===== config.mk =====
export PLATFORM = sky130hd
export DESIGN_NAME = sbrg_baud_gen
export DESIGN_NICKNAME = d
export VERILOG_FILES = /design/src/sbrg_reload_counter.v /design/src/sbrg_divider.v /design/src/sbrg_baud_gen.v
export VERILOG_INCLUDE_DIRS = /design/src
export SDC_FILE = /design/constraint.sdc
export NUM_CORES = 1
export LEC_CHECK = 0
export BUFFER_PORTS_ARGS = -buffer_cell sky130_fd_sc_hd__buf_2
export CAP_MARGIN = 15
export CORE_MARGIN = 8
export CORE_UTILIZATION = 38
export DETAILED_ROUTE_END_ITERATION = 12
export SETUP_SLACK_MARGIN = 0.05
export SYNTH_ARGS = -nofsm -noshare
export SYNTH_HDL_FRONTEND = slang
export SYNTH_SLANG_ARGS = --single-unit

===== constraint.sdc =====
create_clock -name clk_sys_i -period 2.1 [get_ports clk_sys_i]
set_input_delay 0.42 -clock clk_sys_i [delete_from_list [all_inputs] [get_ports clk_sys_i]]
set_output_delay 0.42 -clock clk_sys_i [all_outputs]
set_load 0.005 [all_outputs]

===== src/sbrg_defs.vh =====
// Purpose: Constants for the serial channel 0 bit-rate generator.
// Assumes: 8-bit register port, 10 MHz system clock.
// Notes:   Offsets are the special function register addresses.
`ifndef SBRG_DEFS_VH
`define SBRG_DEFS_VH
`define SBRG_ADDR_RELOAD_LOW   8'hAA
`define SBRG_ADDR_RELOAD_HIGH  8'hBA
`define SBRG_ADDR_CONV_CTRL    8'hD8
`define SBRG_ADDR_POWER_CTRL   8'h87
`define SBRG_ADDR_SERIAL_MODE  8'h98
`define SBRG_RST_RELOAD_LOW    8'hD9
`define SBRG_RST_RELOAD_HIGH   2'h3
`define SBRG_BIT_BAUD_SEL      7
`define SBRG_BIT_DOUBLING      7
`define SBRG_BIT_MODE_HI       7
`define SBRG_BIT_MODE_LO       6
`define SBRG_T1_DIV            5'h00
`define SBRG_MODE2_DIV         2'h0
`define SBRG_MODE_FIXED2       2'h2
`endif


===== src/sbrg_reload_counter.v =====
// Purpose: Free-running 10-bit reload counter of the dedicated generator.
// Assumes: Advance pulse arrives every second clock.
// Notes:   Overflow is a one-cycle pulse in the cycle the counter wraps.
module sbrg_reload_counter (
	input  wire       clk_sys_i,    // System clock.
	input  wire       rst_b_i,      // Asynchronous reset, active low.
	input  wire       run_i,        // Counter runs while high.
	input  wire       advance_i,    // Half-rate advance pulse.
	input  wire       load_i,       // Immediate reload request.
	input  wire [9:0] reload_i,     // Reload value.
	output reg        overflow_o    // One-cycle overflow pulse.
);
	reg [9:0] count_reg;

	// A reload write wins over counting so software starts from a known phase.
	always @(posedge clk_sys_i or negedge rst_b_i) begin
		if (!rst_b_i) begin
			count_reg  <= 10'h000;
			overflow_o <= 1'b0;
		end else begin
			overflow_o <= 1'b0;
			if (load_i) begin
				count_reg <= reload_i;
			end else if (run_i && advance_i) begin
				if (count_reg == 10'h3FF) begin
					count_reg  <= reload_i;
					overflow_o <= 1'b1;
				end else begin
					count_reg <= count_reg + 10'h001;
				end
			end
		end
	end
endmodule // sbrg_reload_counter


===== src/sbrg_divider.v =====
// Purpose: Divides an event stream by a programmable count plus one.
// Assumes: Input events are one-cycle pulses.
// Notes:   Output pulse marks the last event of each group.
module sbrg_divider (
	input  wire       clk_sys_i,    // System clock.
	input  wire       rst_b_i,      // Asynchronous reset, active low.
	input  wire       event_i,      // Input event pulse.
	input  wire [4:0] limit_i,      // Events per output minus one.
	output reg        tick_o        // Divided pulse.
);
	reg [4:0] cnt_reg;

	// Count events and fire when the limit is reached.
	always @(posedge clk_sys_i or negedge rst_b_i) begin
		if (!rst_b_i) begin
			cnt_reg <= 5'h00;
			tick_o  <= 1'b0;
		end else begin
			tick_o <= 1'b0;
			if (event_i) begin
				if (cnt_reg >= limit_i) begin
					cnt_reg <= 5'h00;
					tick_o  <= 1'b1;
				end else begin
					cnt_reg <= cnt_reg + 5'h01;
				end
			end
		end
	end
endmodule // sbrg_divider


===== src/sbrg_baud_gen.v =====
// How it works
// - Select bit set routes the dedicated generator to modes 1 and 3.
// - Select bit clear uses timer 1 overflows divided by 32 over doubling.
// - Timer 1 auto-reload gives oscillator over 32, 12, 256 minus reload.
// - Any timer 1 mode is accepted as the overflow source.
// - Dedicated counter is a free 10-bit up-counter at half oscillator rate.
// - On overflow the counter reloads from low register and high bits 1:0.
// - Writing the low reload register loads the counter immediately.
// - Reset gives low reload D9 and high reload bits at one.
// - Select bit both routes the generator and starts its counter.
// - Doubling bit inserts or bypasses a divide-by-two stage.
// - Dedicated rate is oscillator times 2^doubling over 64 times 1024 minus reload.
// - Reset reloads give 4800 or 9600 bit/s at a 12 MHz oscillator.
// - Output runs at sixteen times the bit rate.
// - Mode 2 bit rate is oscillator over 64, or over 32 when doubled.
//
// Purpose: Bit-rate enable generator for serial channel 0.
// Assumes: Core writes special function registers over a plain byte port.
// Notes:   Mode 0 is clocked by the serial logic itself; its tick stays low here.
//
// Our own choice: strobed register access.
`include "sbrg_defs.vh"
module sbrg_baud_gen (
	input  wire       clk_sys_i,      // Oscillator clock.
	input  wire       rst_b_i,        // Asynchronous reset, active low.
	input  wire [7:0] addr_i,         // Register address.
	input  wire [7:0] wdata_i,        // Write data.
	input  wire       wr_i,           // Write strobe.
	input  wire       rd_i,           // Read strobe.
	output reg  [7:0] rdata_o,        // Read data, one cycle after read.
	input  wire       t1_overflow_i,  // Timer 1 overflow pulse.
	output reg        tick16_o,       // Enable at 16x bit rate.
	output reg        baud_source_select_o, // Current select bit.
	output reg        gen_overflow_o  // Dedicated counter overflow pulse.
);
	reg  [7:0] reload_low_reg;
	reg  [1:0] reload_high_reg;
	reg        baud_source_select_reg;
	reg        rate_doubling_bit_reg;
	reg  [1:0] serial_mode_reg;
	reg  [6:0] conv_other_reg;
	reg        half_phase_reg;
	reg        dbl_phase_reg;
	reg  [7:0] rdata_next;
	reg        pre_event;
	reg        tick_next;
	wire [9:0] reload_value_10bit;
	wire       gen_ovf;
	wire       t1_tick;
	wire       m2_tick;
	wire       variable_mode;
	wire       wr_low;

	assign reload_value_10bit = {reload_high_reg, reload_low_reg};
	assign wr_low = wr_i && (addr_i == `SBRG_ADDR_RELOAD_LOW);
	assign variable_mode = (serial_mode_reg == 2'h1) || (serial_mode_reg == 2'h3);

	// Register writes; the bits this block uses are stored, plus conversion control bits 6:0 for readback.
	always @(posedge clk_sys_i or negedge rst_b_i) begin
		if (!rst_b_i) begin
			reload_low_reg         <= `SBRG_RST_RELOAD_LOW;
			reload_high_reg        <= `SBRG_RST_RELOAD_HIGH;
			baud_source_select_reg <= 1'b0;
			rate_doubling_bit_reg  <= 1'b0;
			serial_mode_reg        <= 2'h0;
			conv_other_reg         <= 7'h00;
		end else if (wr_i) begin
			case (addr_i)
				`SBRG_ADDR_RELOAD_LOW: begin
					reload_low_reg <= wdata_i;
				end
				`SBRG_ADDR_RELOAD_HIGH: begin
					reload_high_reg <= wdata_i[1:0];
				end
				`SBRG_ADDR_CONV_CTRL: begin
					baud_source_select_reg <= wdata_i[`SBRG_BIT_BAUD_SEL];
					conv_other_reg         <= wdata_i[6:0];
				end
				`SBRG_ADDR_POWER_CTRL: begin
					rate_doubling_bit_reg <= wdata_i[`SBRG_BIT_DOUBLING];
				end
				`SBRG_ADDR_SERIAL_MODE: begin
					serial_mode_reg <= {wdata_i[`SBRG_BIT_MODE_HI], wdata_i[`SBRG_BIT_MODE_LO]};
				end
				default: begin
				end
			endcase
		end
	end

	// Read mux; the undefined upper bits of the high reload register read as zero.
	always @* begin
		case (addr_i)
			`SBRG_ADDR_RELOAD_LOW:  rdata_next = reload_low_reg;
			`SBRG_ADDR_RELOAD_HIGH: rdata_next = {6'h00, reload_high_reg};
			`SBRG_ADDR_CONV_CTRL:   rdata_next = {baud_source_select_reg, conv_other_reg};
			`SBRG_ADDR_POWER_CTRL:  rdata_next = {rate_doubling_bit_reg, 7'h00};
			`SBRG_ADDR_SERIAL_MODE: rdata_next = {serial_mode_reg, 6'h00};
			default:                rdata_next = 8'h00;
		endcase
	end

	// Read data stands only in the cycle after the strobe.
	always @(posedge clk_sys_i or negedge rst_b_i) begin
		if (!rst_b_i) begin
			rdata_o <= 8'h00;
		end else begin
			rdata_o <= rd_i ? rdata_next : 8'h00;
		end
	end

	// Half-rate phase: advances the counter and forms the mode 2 base rate.
	always @(posedge clk_sys_i or negedge rst_b_i) begin
		if (!rst_b_i) begin
			half_phase_reg <= 1'b0;
		end else begin
			half_phase_reg <= ~half_phase_reg;
		end
	end

	sbrg_reload_counter u_counter (
		.clk_sys_i  (clk_sys_i),
		.rst_b_i    (rst_b_i),
		.run_i      (baud_source_select_reg),
		.advance_i  (half_phase_reg),
		.load_i     (wr_low),
		.reload_i   (wr_low ? {reload_high_reg, wdata_i} : reload_value_10bit),
		.overflow_o (gen_ovf)
	);

	// Each timer 1 overflow is already a 16x tick before doubling; this stage only retimes it.
	sbrg_divider u_t1_div (
		.clk_sys_i (clk_sys_i),
		.rst_b_i   (rst_b_i),
		.event_i   (t1_overflow_i),
		.limit_i   (`SBRG_T1_DIV),
		.tick_o    (t1_tick)
	);

	// Mode 2 base: every half-rate pulse, oscillator over 2, so the bit rate is over 64 or 32.
	sbrg_divider u_m2_div (
		.clk_sys_i (clk_sys_i),
		.rst_b_i   (rst_b_i),
		.event_i   (half_phase_reg),
		.limit_i   ({3'h0, `SBRG_MODE2_DIV}),
		.tick_o    (m2_tick)
	);

	// Source choice: generator overflow yields oscillator over 2*(1024-reload).
	always @* begin
		if (variable_mode) begin
			pre_event = baud_source_select_reg ? gen_ovf : t1_tick;
		end else if (serial_mode_reg == `SBRG_MODE_FIXED2) begin
			pre_event = m2_tick;
		end else begin
			pre_event = 1'b0;
		end
	end

	// Divide-by-two stage, bypassed when doubling is set; output is 16x rate.
	always @* begin
		tick_next = pre_event && (rate_doubling_bit_reg || dbl_phase_reg);
	end

	always @(posedge clk_sys_i or negedge rst_b_i) begin
		if (!rst_b_i) begin
			dbl_phase_reg        <= 1'b0;
			tick16_o             <= 1'b0;
			baud_source_select_o <= 1'b0;
			gen_overflow_o       <= 1'b0;
		end else begin
			if (pre_event) begin
				dbl_phase_reg <= ~dbl_phase_reg;
			end
			tick16_o             <= tick_next;
			baud_source_select_o <= baud_source_select_reg;
			gen_overflow_o       <= gen_ovf;
		end
	end
endmodule // sbrg_baud_gen


==> results.md <==
* Result of the run: finished, final reports clean
* Total overflow reported by the global router at 0
* Setup-violating endpoint count in the final report at 0
* Number of I/O port buffers at 31
* Pin count of the biggest net entering global routing at 29
* Share of total power in combinational logic at 19.8%
* Buffers & Inverters on Critical Path at 0
* Final-report max-slew violation count at 0
* Overall die area at 0.00836 mm^2
* HPWL Detailed at 3680 um
* Number of optimization iterations in the first detailed-route pass at 4
* Register-to-register path setup slack at 0.30 ns
* Clock tree from TritonCTS: yes
* Layout Cells excl Fill at 317
* Wire length per cell at 15.6 um
* Total vias in the final route at 1637
* Cell with the biggest individual delay on the critical path: sky130_fd_sc_hd__dfrtp_1
* CP delay by family, top: simple AND/OR/NAND/NOR gates
* Routed length on met3 at 236 um
* Critical path endpoint category: flop
* Share of synthesized area occupied by flip-flops and latches at 54.8%
* Hold Buf Count CTS at 0
* Worst supply voltage drop on vdd at 332 uV
* Max cap viols at 0
* Net load switching power at 654 uW
* Number of warnings reported in the yosys synthesis log at 0
* Cell count after synthesis at 208
* Starting density of the core at 39.3%
* Worst min path class: primary input to async pin
* TritonCTS Sinks at 47
* Final Hold Fails at 0
* Commonest cells after routing, fill and taps aside: sky130_fd_sc_hd__dfrtp_1 (40), sky130_fd_sc_hd__nand2_1 (38), sky130_fd_sc_hd__buf_2 (31), sky130_fd_sc_hd__nor2_1 (19), sky130_fd_sc_hd__mux2_2 (15)
* Number of global-route vias before repair at 1713
* Wire length of the first global-routing pass at 8510 um
* RSZ-0062 raised after global routing: false
* Drt first-iter violations at 97
* Setup TNS Final at 0 ns
* Post-CTS setup buffers at 0
* Max reg flops at 10
* Placeable core region at 0.00551 mm^2
* Sw Share at 29.4%
* Crit Path Max Fanout at 8
* Via/cell ratio at 5.16
* Highest clock rate at 556 MHz
* Delay contributed by the slowest stage of the critical path at 0.40 ns
* Uppermost routed layer: met4
* Transition at the pin with the smallest max-transition slack at 0.479 ns
* Std-Cell Rows at 27
* Number of buffers between clock root and the deepest sink at 2
* Capturing point of the worst reg2reg path: u_counter.count_reg[1]$_DFFE_PN0P_
* WP data required at 2.34 ns
* # IOs at 32
* Layout Nets at 266
* Launching point of the worst reg2reg path: u_counter.count_reg[0]$_DFFE_PN0P_
* Sequential share of power at 50.9%
* Dominant cell type by area after synthesis: sky130_fd_sc_hd__dfrtp_1
* Area growth syn-to-layout at 17.5%
* H-tree depth at 2
* CTS root buf: sky130_fd_sc_hd__clkbuf_8
* Diode count at 0
* Cell types with the largest area share after synthesis: sky130_fd_sc_hd__dfrtp_1 (46%), sky130_fd_sc_hd__dfstp_2 (8.5%), sky130_fd_sc_hd__mux2_2 (7.8%)
* Cts bufs inserted at 5
* Startpoint types: flop
* Final wirelength at 4940 um
* Leading cell type in the layout, fill and taps excluded: sky130_fd_sc_hd__dfrtp_1
* Clock skew after layout at 0.0116 ns
* Clock network latency to the later pin of the worst-skew pair at 0.30 ns
* X dimension of the die at 91.5 um
* Number of antenna violations at the first check in global routing at 0
* Worst path cell trace: ha_1 -> nand4_1 -> nor3_4 -> mux2i_1 -> a211o_1 -> nand2_1
* Met2 wire length at 2340 um
* Library cells used by synthesis at 41
* FF+latch count, synth at 47
* Worst-path clk slew at 0.08 ns
* Pint at 1570 uW
* All-Layer GR Usage at 12.6%
* Normalized max-slew margin at 68.1%
* Clock Power Share at 29.3%
* Leakage power figure at 0.00122 uW
* Net count after synthesis at 230
* DRC at 0
* Post-route minimum period at 1.80 ns
* Cell depth of the worst flop-to-flop path at 6
* Fraction of layout instances using a drive strength above 1 at 28.6%
* Arrival time of the worst setup path at 2.04 ns
* Share of Yosys cell area claimed by the top area cell type at 46.3%
* WS Path Type: flop to flop
* Worst path depth at 6
* Final estimated routing congestion in global placement at 0.839
* PD cells at 875 mW/mm^2
* Fin crit share at 85.6%
* Placed cell count at 309
* Synth Area per Inst at 10.4 um^2
* Final ANT Viol Nets at 0
* Die span in y at 91.5 um
* Total standard cell area after synthesis at 0.00216 mm^2
* M1 wire length at 2320 um
==> power by group through the flow <==
| stage | clock [uW] | combinational, uW | sequential [uW] |
|---|---|---|---|
| 2_1_floorplan | 0 | 334 | 1120 |
| 3_3_place_gp | 0 | 436 | 1150 |
| 3_5_place_dp | 0 | 447 | 1150 |
| 4_1_cts | 677 | 449 | 1130 |
| 5_1_grt | 711 | 511 | 1150 |
| 6_report | 652 | 441 | 1130 |
==> cell usage after synthesis <==
| library cell | number |
|---|---|
| sky130_fd_sc_hd__dfrtp_1 | 40 |
| sky130_fd_sc_hd__nand2_1 | 38 |
| sky130_fd_sc_hd__nor2_1 | 19 |
| sky130_fd_sc_hd__mux2_2 | 15 |
| sky130_fd_sc_hd__a21oi_1 | 10 |
| sky130_fd_sc_hd__dfstp_2 | 7 |
| sky130_fd_sc_hd__nand3_1 | 7 |
| sky130_fd_sc_hd__o21ai_0 | 7 |
| sky130_fd_sc_hd__a22oi_1 | 6 |
| sky130_fd_sc_hd__clkbuf_1 | 5 |
| sky130_fd_sc_hd__inv_1 | 5 |
| sky130_fd_sc_hd__and3_1 | 4 |
| sky130_fd_sc_hd__o211ai_1 | 4 |
| sky130_fd_sc_hd__buf_2 | 3 |
| sky130_fd_sc_hd__mux2i_1 | 3 |
| sky130_fd_sc_hd__nand4_1 | 3 |
| sky130_fd_sc_hd__a211o_1 | 2 |
| sky130_fd_sc_hd__a22o_1 | 2 |
| sky130_fd_sc_hd__a31oi_1 | 2 |
| sky130_fd_sc_hd__and2b_1 | 2 |
| sky130_fd_sc_hd__nor3_1 | 2 |
| sky130_fd_sc_hd__o31ai_1 | 2 |
| sky130_fd_sc_hd__xnor2_1 | 2 |
| sky130_fd_sc_hd__a221o_1 | 1 |
| sky130_fd_sc_hd__a222oi_1 | 1 |
| sky130_fd_sc_hd__a32oi_1 | 1 |
| sky130_fd_sc_hd__and2_1 | 1 |
| sky130_fd_sc_hd__and4_1 | 1 |
| sky130_fd_sc_hd__ha_1 | 1 |
| sky130_fd_sc_hd__nand2b_1 | 1 |
| sky130_fd_sc_hd__nand3_2 | 1 |
| sky130_fd_sc_hd__nor3_2 | 1 |
| sky130_fd_sc_hd__nor3_4 | 1 |
| sky130_fd_sc_hd__nor3b_1 | 1 |
| sky130_fd_sc_hd__nor3b_2 | 1 |
| sky130_fd_sc_hd__nor4b_1 | 1 |
| sky130_fd_sc_hd__o21a_1 | 1 |
| sky130_fd_sc_hd__o311a_1 | 1 |
| sky130_fd_sc_hd__o41ai_1 | 1 |
| sky130_fd_sc_hd__or3_1 | 1 |
| sky130_fd_sc_hd__xor2_1 | 1 |
==> metrics by stage <==
step / cell area [um^2] / hold slack [ns] / worst slack, ns / power (uW) / util (%)
final: 2540 / 0.0749 / 0.303 / 2230 / 46.2
after floorplan: 2160 / 0.124 / 0.274 / 1460 / -
after global placement: 2430 / 0.376 / 0.228 / 1580 / 44.2
after detailed placement: 2430 / 0.377 / 0.198 / 1590 / 44.2
after CTS: 2540 / 0.0869 / 0.224 / 2260 / 46.2
after global routing: 2540 / 0.0896 / 0.103 / 2370 / 46.2
==> final cells by class <==
cell class	instances	area, um^2
Timing Repair Buffer	37	213
Inverter	5	18.8
Tap cell	72	90.1
Clock buffer	6	72.6
Fill cell	525	2960
Multi-Input combinational cell	148	926
Sequential cell	47	1180
Clock inverter	2	37.5
==> metal layers <==
metal	GRT usage, %	vias to the layer above
met5	0	-
met4	3.27	0
met3	3.87	4
met2	20.0	42
met1	16.0	780
li1	-	811
==> cell families (layout without fill, tap and decap cells) <==
family / count (synthesis) / after routing / share of synthesized area (%)
compound gates: 41 / 41 / 12.8
xor+xnor: 3 / 3 / 1.21
fa+ha+maj: 1 / 1 / 0.578
buf+inv: 13 / 50 / 2.43
flops: 47 / 47 / 54.8
mux: 18 / 18 / 9.20
simple gates: 85 / 85 / 19.0
==> worst max-delay path by stage <==
stage                                            start                            endpoint  slack, ns
floorplan                                    addr_i[4]  baud_source_select_reg$_DFFE_PN0P_       0.27
finish              u_counter.count_reg[0]$_DFFE_PN0P_  u_counter.count_reg[1]$_DFFE_PN0P_       0.30
detailed placement                           addr_i[0]  baud_source_select_reg$_DFFE_PN0P_       0.20
global placement                             addr_i[6]  u_counter.count_reg[8]$_DFFE_PN0P_       0.23
global route        u_counter.count_reg[0]$_DFFE_PN0P_  u_counter.count_reg[1]$_DFFE_PN0P_       0.10
CTS                 u_counter.count_reg[0]$_DFFE_PN0P_  u_counter.count_reg[1]$_DFFE_PN0P_       0.22
==> timing repair <==
| item | in CTS | in global routing |
|---|---|---|
| resized for setup | 0 | 0 |
| endpoints found under the setup margin | 0 | 1 |
| endpoints found under the hold margin | 0 | 0 |
Note: power is estimated with default switching activity, not from simulation.
